--- src/ctx_pkg.sv ---
// Purpose: Shared constants for the interrupt context unit and flag register.
// Assumes: APB slave with 32-bit data and 12-bit byte addresses.
// Notes: Shadow registers sit in the window of data bank 31.
package ctx_pkg;
  // Register file geometry.
  localparam int ADDR_W = 12;
  localparam int DATA_W = 32;
  localparam int UNITS = 5;
  localparam int EVT_W = 3;
  localparam logic [4:0] SHADOW_BANK = 5'h1F;
  // Each bank occupies 16 words of APB space; bank 31 starts at 0x7C0.
  localparam logic [ADDR_W-1:0] SHADOW_BASE = 12'h7C0;
  // Control and status registers.
  localparam logic [ADDR_W-1:0] OFS_FLAGS = 12'h000;
  localparam logic [ADDR_W-1:0] OFS_ENABLE = 12'h004;
  localparam logic [ADDR_W-1:0] OFS_STATE = 12'h008;
  localparam logic [ADDR_W-1:0] OFS_IRQ_STS = 12'h00C;
  localparam logic [ADDR_W-1:0] OFS_IRQ_MASK = 12'h010;
  // Shadow registers, at their full APB addresses inside the bank 31 window.
  localparam logic [ADDR_W-1:0] OFS_SH_ACC = 12'h7C0;
  localparam logic [ADDR_W-1:0] OFS_SH_STATUS = 12'h7C4;
  localparam logic [ADDR_W-1:0] OFS_SH_BANK = 12'h7C8;
  localparam logic [ADDR_W-1:0] OFS_SH_PTR0 = 12'h7CC;
  localparam logic [ADDR_W-1:0] OFS_SH_PTR1 = 12'h7D0;
  localparam logic [ADDR_W-1:0] OFS_SH_PCH = 12'h7D4;
  // Core register widths.
  localparam int PC_W = 15;
  localparam int PCH_W = 7;
  localparam int BSEL_W = 6;
  localparam int PTR_W = 16;
  // Core status bits that are never saved or restored.
  localparam int WDOG_EXPIRY_BIT = 4;
  localparam int SLEEP_ENTERED_BIT = 3;
  localparam logic [7:0] STATUS_EXCL = 8'h18;
  // Enable register fields.
  localparam int EN_GLOBAL_BIT = 7;
  // Interrupt status event bits.
  localparam int EV_ENTRY = 0;
  localparam int EV_RETURN = 1;
  localparam int EV_OVERWRITE = 2;
  // Reset values.
  localparam logic [7:0] FLAGS_RST = 8'h00;
  localparam logic [7:0] SHADOW_RST = 8'h00;
  localparam logic [EVT_W-1:0] MASK_RST = 3'h0;
  // Sequencer states.
  typedef enum logic [1:0] {ST_IDLE, ST_VECTOR, ST_ISR} seq_t;
endpackage

--- src/ccp_flag_reg.sv ---
// Purpose: Sticky event flags of the five capture/compare/PWM units.
// Assumes: Unit events are one-cycle pulses on pclk.
// Notes: A hardware event wins over a software write in the same cycle.
`timescale 1ns/100ps
module ccp_flag_reg #(
  parameter int N = ctx_pkg::UNITS
) (
  // Clock and reset.
  input wire logic pclk,
  input wire logic presetn,
  // Unit events, already qualified by each unit's mode.
  input wire logic [N-1:0] unit_event,
  // Software write port.
  input wire logic wr_en,
  input wire logic [N-1:0] wr_data,
  // Flag contents.
  output logic [N-1:0] flags
);
  typedef struct packed {
    logic [N-1:0] flag;
  } fstate_t;

  fstate_t s_r, s_nxt;
  logic [N-1:0] cell_nxt;

  // One cell per unit: set on event regardless of enables, else take a write, else hold.
  generate
    for (genvar i = 0; i < N; i++)
    begin : g_cell
      always_comb
      begin
        if (unit_event[i])
          cell_nxt[i] = 1'b1;
        else if (wr_en)
          cell_nxt[i] = wr_data[i];
        else
          cell_nxt[i] = s_r.flag[i];
      end
    end
  endgenerate

  // The whole next state is filled in one place from the cells.
  always_comb
  begin
    s_nxt.flag = cell_nxt;
  end

  // Flags clear on every reset.
  always_ff @(posedge pclk or negedge presetn)
  begin
    if (!presetn)
      s_r <= '0;
    else
      s_r <= s_nxt;
  end

  assign flags = s_r.flag;
endmodule

--- src/irq_context_unit.sv ---
// Purpose: Interrupt entry context save/restore and unit flag register.
// Assumes: Core inputs and unit events come from logic on pclk.
// Notes: The rules that this block carries are listed below.
// Contract
// - Push the return PC onto the call stack before vectoring.
// - On entry copy accumulator, bank, pointers and PC high latch.
// - Status is shadowed too, except watchdog-expiry and sleep bits.
// - On return reload every shadowed core register from its shadow.
// - Core writes during the service routine are lost at return.
// - Software writes to a shadow change what is restored.
// - Shadows sit in data bank 31, readable and writable.
// - Flag bits 4..0 belong to units five down to one.
// - A unit event sets its flag; it stays until software clears it.
// - Flags set regardless of unit enables and global enable.
// - Vector only when flag, its enable and global enable are set.
//
// Implementation choices: the address map and the APB register port.
`timescale 1ns/100ps
module irq_context_unit #(
  parameter int N = ctx_pkg::UNITS
) (
  // Clock and reset.
  input wire logic pclk,
  input wire logic presetn,
  // APB slave.
  input wire logic psel,
  input wire logic penable,
  input wire logic pwrite,
  input wire logic [ctx_pkg::ADDR_W-1:0] paddr,
  input wire logic [ctx_pkg::DATA_W-1:0] pwdata,
  output logic [ctx_pkg::DATA_W-1:0] prdata,
  output logic pready,
  output logic pslverr,
  // Core sequencer: entry and return strobes with live registers.
  input wire logic irq_take,
  input wire logic irq_return,
  input wire logic [ctx_pkg::PC_W-1:0] ret_pc,
  input wire logic [7:0] core_acc,
  input wire logic [7:0] core_status,
  input wire logic [ctx_pkg::BSEL_W-1:0] bank_select_reg,
  input wire logic [ctx_pkg::PTR_W-1:0] indirect_ptr0,
  input wire logic [ctx_pkg::PTR_W-1:0] indirect_ptr1,
  input wire logic [ctx_pkg::PCH_W-1:0] pc_high_latch,
  // Stack push and vector request to the core.
  output logic stack_push,
  output logic [ctx_pkg::PC_W-1:0] stack_push_pc,
  output logic vector_go,
  output logic vector_req,
  // Restore strobe and values to the core.
  output logic restore,
  output logic [7:0] restore_acc,
  output logic [7:0] restore_status,
  output logic [ctx_pkg::BSEL_W-1:0] restore_bank,
  output logic [ctx_pkg::PTR_W-1:0] restore_ptr0,
  output logic [ctx_pkg::PTR_W-1:0] restore_ptr1,
  output logic [ctx_pkg::PCH_W-1:0] restore_pch,
  // Capture/compare/PWM unit events.
  input wire logic [N-1:0] unit_event,
  // Interrupt line.
  output logic irq
);
  typedef struct packed {
    ctx_pkg::seq_t st;
    logic [7:0] acc;
    logic [7:0] stat;
    logic [ctx_pkg::BSEL_W-1:0] bsel;
    logic [ctx_pkg::PTR_W-1:0] ptr0;
    logic [ctx_pkg::PTR_W-1:0] ptr1;
    logic [ctx_pkg::PCH_W-1:0] pch;
    logic push;
    logic [ctx_pkg::PC_W-1:0] push_pc;
    logic go;
    logic rest;
    logic [7:0] rest_stat;
    logic [N-1:0] unit_en;
    logic glb_en;
    logic vreq;
    logic [ctx_pkg::EVT_W-1:0] sts;
    logic [ctx_pkg::EVT_W-1:0] mask;
    logic [ctx_pkg::DATA_W-1:0] rdata;
    logic rdy;
    logic err;
    logic irq;
  } state_t;

  state_t s_r, s_nxt;
  logic [N-1:0] flags;
  logic setup;
  logic wr;
  logic flag_wr;
  logic hit;
  logic [ctx_pkg::DATA_W-1:0] rd_val;
  logic [ctx_pkg::EVT_W-1:0] ev;

  // Flag register; its write shares the APB completion edge.
  ccp_flag_reg #(.N(N)) u_flags (
    .pclk(pclk),
    .presetn(presetn),
    .unit_event(unit_event),
    .wr_en(flag_wr),
    .wr_data(pwdata[N-1:0]),
    .flags(flags)
  );

  // Setup phase samples read data; writes land at the completing edge.
  assign setup = psel && !penable;
  assign wr = psel && penable && s_r.rdy && pwrite && !s_r.err;
  assign flag_wr = wr && (paddr == ctx_pkg::OFS_FLAGS);

  // Read mux and address decode for the setup cycle.
  always_comb
  begin
    rd_val = '0;
    hit = 1'b1;
    unique case (paddr)
      ctx_pkg::OFS_FLAGS:
        rd_val[N-1:0] = flags;
      ctx_pkg::OFS_ENABLE:
      begin
        rd_val[N-1:0] = s_r.unit_en;
        rd_val[ctx_pkg::EN_GLOBAL_BIT] = s_r.glb_en;
      end
      ctx_pkg::OFS_STATE:
        rd_val[1:0] = s_r.st;
      ctx_pkg::OFS_IRQ_STS:
        rd_val[ctx_pkg::EVT_W-1:0] = s_r.sts;
      ctx_pkg::OFS_IRQ_MASK:
        rd_val[ctx_pkg::EVT_W-1:0] = s_r.mask;
      ctx_pkg::OFS_SH_ACC:
        rd_val[7:0] = s_r.acc;
      ctx_pkg::OFS_SH_STATUS:
        rd_val[7:0] = s_r.stat;
      ctx_pkg::OFS_SH_BANK:
        rd_val[ctx_pkg::BSEL_W-1:0] = s_r.bsel;
      ctx_pkg::OFS_SH_PTR0:
        rd_val[ctx_pkg::PTR_W-1:0] = s_r.ptr0;
      ctx_pkg::OFS_SH_PTR1:
        rd_val[ctx_pkg::PTR_W-1:0] = s_r.ptr1;
      ctx_pkg::OFS_SH_PCH:
        rd_val[ctx_pkg::PCH_W-1:0] = s_r.pch;
      default:
        hit = 1'b0;
    endcase
  end

  // Next state of the whole unit.
  always_comb
  begin
    s_nxt = s_r;
    ev = '0;
    s_nxt.push = 1'b0;
    s_nxt.go = 1'b0;
    s_nxt.rest = 1'b0;
    // APB answer: no wait state, pready for one cycle in the access phase.
    s_nxt.rdy = setup && !s_r.rdy;
    s_nxt.err = setup && !s_r.rdy && !hit;
    if (setup && !s_r.rdy)
      s_nxt.rdata = hit && !pwrite ? rd_val : '0;
    // Software writes to shadows change what a return reloads.
    if (wr)
    begin
      unique case (paddr)
        ctx_pkg::OFS_ENABLE:
        begin
          s_nxt.unit_en = pwdata[N-1:0];
          s_nxt.glb_en = pwdata[ctx_pkg::EN_GLOBAL_BIT];
        end
        ctx_pkg::OFS_IRQ_MASK:
          s_nxt.mask = pwdata[ctx_pkg::EVT_W-1:0];
        ctx_pkg::OFS_SH_ACC:
          s_nxt.acc = pwdata[7:0];
        ctx_pkg::OFS_SH_STATUS:
          s_nxt.stat = pwdata[7:0] & ~ctx_pkg::STATUS_EXCL;
        ctx_pkg::OFS_SH_BANK:
          s_nxt.bsel = pwdata[ctx_pkg::BSEL_W-1:0];
        ctx_pkg::OFS_SH_PTR0:
          s_nxt.ptr0 = pwdata[ctx_pkg::PTR_W-1:0];
        ctx_pkg::OFS_SH_PTR1:
          s_nxt.ptr1 = pwdata[ctx_pkg::PTR_W-1:0];
        ctx_pkg::OFS_SH_PCH:
          s_nxt.pch = pwdata[ctx_pkg::PCH_W-1:0];
        default:
          s_nxt.unit_en = s_r.unit_en;
      endcase
    end
    // Entry: push the PC, capture the context, vector a cycle later.
    unique case (s_r.st)
      ctx_pkg::ST_IDLE:
        if (irq_take)
          s_nxt.st = ctx_pkg::ST_VECTOR;
      ctx_pkg::ST_VECTOR:
      begin
        s_nxt.go = 1'b1;
        s_nxt.st = ctx_pkg::ST_ISR;
      end
      ctx_pkg::ST_ISR:
        if (irq_return)
        begin
          s_nxt.rest = 1'b1;
          s_nxt.st = ctx_pkg::ST_IDLE;
          ev[ctx_pkg::EV_RETURN] = 1'b1;
        end
        else if (irq_take)
        begin
          s_nxt.st = ctx_pkg::ST_VECTOR;
          ev[ctx_pkg::EV_OVERWRITE] = 1'b1;
        end
      default:
        s_nxt.st = ctx_pkg::ST_IDLE;
    endcase
    // Capture beats a same-cycle software write: the entry owns the copy.
    if (irq_take && s_r.st != ctx_pkg::ST_VECTOR)
    begin
      s_nxt.push = 1'b1;
      s_nxt.push_pc = ret_pc;
      s_nxt.acc = core_acc;
      s_nxt.bsel = bank_select_reg;
      s_nxt.ptr0 = indirect_ptr0;
      s_nxt.ptr1 = indirect_ptr1;
      s_nxt.pch = pc_high_latch;
      s_nxt.stat = core_status & ~ctx_pkg::STATUS_EXCL;
      ev[ctx_pkg::EV_ENTRY] = 1'b1;
    end
    // Live watchdog and sleep bits pass through the restore untouched.
    if (s_r.st == ctx_pkg::ST_ISR && irq_return)
      s_nxt.rest_stat = (s_r.stat & ~ctx_pkg::STATUS_EXCL)
        | (core_status & ctx_pkg::STATUS_EXCL);
    // Sticky status: write one to clear, a new event wins.
    if (wr && paddr == ctx_pkg::OFS_IRQ_STS)
      s_nxt.sts = s_r.sts & ~pwdata[ctx_pkg::EVT_W-1:0];
    s_nxt.sts = s_nxt.sts | ev;
    s_nxt.irq = |(s_nxt.sts & s_nxt.mask);
    // Vector request needs flag, enable and global enable together.
    s_nxt.vreq = s_nxt.glb_en && |(flags & s_nxt.unit_en);
  end

  // All unit state but the flag word, which sits in u_flags, in one register.
  always_ff @(posedge pclk or negedge presetn)
  begin
    if (!presetn)
    begin
      s_r <= '0;
      s_r.st <= ctx_pkg::ST_IDLE;
      s_r.mask <= ctx_pkg::MASK_RST;
    end
    else
      s_r <= s_nxt;
  end

  // Outputs come straight from the state register.
  assign prdata = s_r.rdata;
  assign pready = s_r.rdy;
  assign pslverr = s_r.err;
  assign stack_push = s_r.push;
  assign stack_push_pc = s_r.push_pc;
  assign vector_go = s_r.go;
  assign vector_req = s_r.vreq;
  assign restore = s_r.rest;
  assign restore_acc = s_r.acc;
  assign restore_status = s_r.rest_stat;
  assign restore_bank = s_r.bsel;
  assign restore_ptr0 = s_r.ptr0;
  assign restore_ptr1 = s_r.ptr1;
  assign restore_pch = s_r.pch;
  assign irq = s_r.irq;
endmodule

--- config.mk ---
export PLATFORM = sky130hd
export DESIGN_NAME = irq_context_unit
export DESIGN_NICKNAME = d
export VERILOG_FILES = /design/src/ctx_pkg.sv /design/src/ccp_flag_reg.sv /design/src/irq_context_unit.sv
export SDC_FILE = /design/constraint.sdc
export NUM_CORES = 1
export LEC_CHECK = 0
export ABC_AREA = 1
export BUFFER_PORTS_ARGS = -buffer_cell sky130_fd_sc_hd__buf_2
export CELL_PAD_IN_SITES_DETAIL_PLACEMENT = 1
export CELL_PAD_IN_SITES_GLOBAL_PLACEMENT = 1
export CORE_ASPECT_RATIO = 1.25
export CORE_MARGIN = 1
export CORE_UTILIZATION = 35
export CTS_CLUSTER_DIAMETER = 80
export DETAILED_ROUTE_END_ITERATION = 10
export PLACE_DENSITY_LB_ADDON = 0.1
export SLEW_MARGIN = 40
export SYNTH_ARGS = -nofsm -noshare
export SYNTH_HDL_FRONTEND = slang
export SYNTH_SLANG_ARGS = --single-unit
--- constraint.sdc ---
create_clock -name pclk -period 2.84 [get_ports pclk]
set_clock_uncertainty 0.2 [all_clocks]
set_input_delay 0.426 -clock pclk [delete_from_list [all_inputs] [get_ports pclk]]
set_output_delay 0.426 -clock pclk [all_outputs]
set_load 0.005 [all_outputs]
==> results.toml <==
[outcome]
status = "completed"

[worst_setup_path]
startpoint = "pslverr$_DFF_PN0_"
cp_top_family = "simple AND/OR/NAND/NOR gates"
arrival_ns = 2.21
path_cells = "inv_1 -> nand3_2 -> nor2_8 -> inv_2 -> nor2_1 -> nor2_1 -> inv_2 -> nor2_1 -> a31oi_1"
reg2regPathDepth = 9
cp_common_cell = "nor2_1"
slowest_delay_ns = 0.38
worst-path-max-fanout = 10
critPathLaunchType = "register"
crit_path_end_kind = "register"
cp_data_required_time_ns = 2.97
cp_slowest_cell = "dfrtp_1"
crit_buf_inv = 3
crit_type = "reg -> reg"
cp_num_cells = 9
worst_r2r_startpoint = "pslverr$_DFF_PN0_"

[cells_and_area]
final_util_pct = 43.4
area_delta_synth_final_pct = 20.0
finalInstanceArea_mm2 = 0.00854
n_fill_cell = 2466
diodes = 0
fin_nets = 1146
drive_gt1_share_pct = 31.1

[sta]
fin_ws_ns = 0.766
period_needed_ns = 2.07
rsz0062_at_grt = "no"
finalMaxSlewViolations = 0
setup_viol = 0
period_share_pct = 73.0
worst_slew_pin_slew_ns = 0.586
slew_headroom_pct = 61.0
fmax_mhz = 482
tns_ns = 0
hold_violations = 0

[clock_network]
numCtsBuffers = 17
cts_tree = "built"
cts_max_level = 4
cts_setup_buffers = 0
clk_pin_slew_ns = 0.06
clock-sinks = 124
insertion_delay_ns = 0.42
cts_buffer_depth = 2
root_buffer = "clkbuf_16"

[placed_design]
place_congestion = 0.793
pre_cts_ws_ns = 0.374
io_buffers = 214
hpwl_um = 17500
dpl_cell_area_mm2 = 0.00768

[pwr]
finalPower_mw = 5.52
peakVddDrop_mv = 0.395
p_leak_nw = 4.39
powerDensity_mw_per_mm2 = 647

[global_route]
grtUsageTotal_pct = 23.5
gr-total-overflow = 0
antenna_found_initial = 2
grt_pass1_vias = 6472
grt_pass1_wl_um = 36700
grt_max_degree = 81

[synthesis]
synth_cell_types = 40
yosys_register_bits = 124
synth.largest_area_cell = "dfrtp_1"
synthCells = 869
synth_top_area_share_pct = 43.6
synth_area_mm2 = 0.00712
ys_warn_count = 0
async_reset_ff_share_pct = 100
avgSynthCellArea_um2 = 8.19
yosysSeqAreaShare_pct = 43.6
synth_area_leaders = "dfrtp_1 44%, nand2_1 14%, buf_4 12%"
synth_edf_count = 0
synth_flop_cell = "dfrtp_1"

[routing]
drt-pass1-iter-count = 4
drt_iter0_drc = 231
routed_via_density = 4.77
num_vias = 6164
drc_errors = 0
wire_per_inst_um = 18.0
totalWireLength_um = 23300
drtAntennaViolNets = 0

[worst_hold_path]
holdCritPathClass = "in -> reg"
hold_start = "irq_return"
worstHoldPathCells = 2

[die]
coreArea_mm2 = 0.0197
dieArea_mm2 = 0.0209
start_util_pct = 36.2
rows = 57
ioPinCount = 247
die-height_um = 161
dieWidth_um = 130

[run]
max-cap-violations = 0
-- worst register-to-register path: cells and delay by family, from the launching register on --
| kind | cells | cell delay [ns] |
|---|---|---|
| AND/OR/NAND/NOR | 5 | 0.84 |
| buffers and inverters | 3 | 0.42 |
| flip-flops | 1 | 0.38 |
| AO/OA/AOI/OAI | 1 | 0.15 |
-- worst paths after layout --
| kind | end | slack [ns] |
|---|---|---|
| setup / recovery | restore_pch[2]$_DFFE_PN0P_ | 0.77 |
| hold / removal | s_r[135]$_DFF_PN0_ | 0.03 |
| setup reg to reg | restore_pch[2]$_DFFE_PN0P_ | 0.77 |
| hold reg to reg | restore_status[3]$_DFFE_PN0P_ | 0.26 |
| max in group asynchronous | prdata[11]$_DFFE_PN0P_ | 1.37 |
| min in group asynchronous | s_r[36]$_DFF_PN0_ | 0.34 |
-- per-layer routing --
metal,GRT usage [%],share of wire [%]
met1,29.9,44
met2,39.4,49
met3,5.30,5.5
met4,7.45,1.4
met5,0,0.13
-- synth_stat cells, drive strengths merged (2+ instances only) --
cell	count
nand2	267
buf	131
dfrtp	124
nor2	89
inv	56
nand3	45
o21ai	44
a31oi	36
o211ai	23
nand4	20
a21oi	8
a22o	8
clkbuf	6
and2	2
o21a	2
-- power breakdown --
| part | internal [mW] | leakage (nW) | switching, mW |
|---|---|---|---|
| logic | 0.412 | 2.59 | 0.554 |
| clock network | 1.49 | 0.307 | 0.829 |
| registers | 2.03 | 1.49 | 0.211 |
-- sequential cells by signal, summed over array words and instances (netlist names), 5 cells and up --
| signal | count |
|---|---|
| u_flags.flags | 5 |
| restore_acc | 8 |
| s_r | 20 |
| restore_ptr0 | 16 |
| restore_bank | 6 |
| prdata | 16 |
| restore_ptr1 | 16 |
| restore_status | 8 |
| stack_push_pc | 15 |
| restore_pch | 7 |
-- through the flow --
stage	hold slack [ns]	cells
floorplan	-0.0696	884
global placement	0.244	1237
detailed placement	0.241	1237
CTS	0.00327	1291
global route	0.0266	1291
finish	0.0275	1291
-- what timing repair did --
item / CTS / global route
resized for setup: 0 / 0
hold endpoints to repair: 75 / 0
endpoints found under the setup margin: 0 / 0
hold buffers: 23 / 0
-- kinds of logic (layout without fill, tap and decap cells) --
kind of cell	count (synthesis)	count (layout)	share of synthesized area, %
flip-flops	124	124	43.6
AO/OA/AOI/OAI	125	125	12.0
buffers and inverters	194	336	17.4
other	1	16	0.0527
AND/OR/NAND/NOR	425	425	27.0
-- cells in the final DEF (no fill, tap or decap), types with 6 or more instances in the layout --
master         netlist  layout
nor2_1              71      71
nand2_1            257     257
inv_1               46      46
nand3_1             38      38
a21oi_1              7       7
a31oi_1             34      34
nor2_4               6       6
o21ai_0             26      26
dfrtp_1            124     124
buf_4              112       9
nor2_2               8       8
o211ai_1            23      23
inv_2                8       8
o21ai_2             12      12
buf_2               11     213
clkbuf_16            0      17
a22o_1               8       8
conb_1               1      16
nand4_1             20      20
dlygate4sd3_1        0      23
nand2_2              9       9
-- area by class of cell --
cell class              instances  area (µm²)  area share, %
inverters                      57         224           2.62
repair buffers                248        1420           16.6
well taps                     265         332           3.88
clock buffers                  18         439           5.14
multi-input cells             566        2840           33.2
clock inverters                13         190           2.23
flip-flops and latches        124        3100           36.3
No activity file was read; power rests on OpenSTA's default activity.
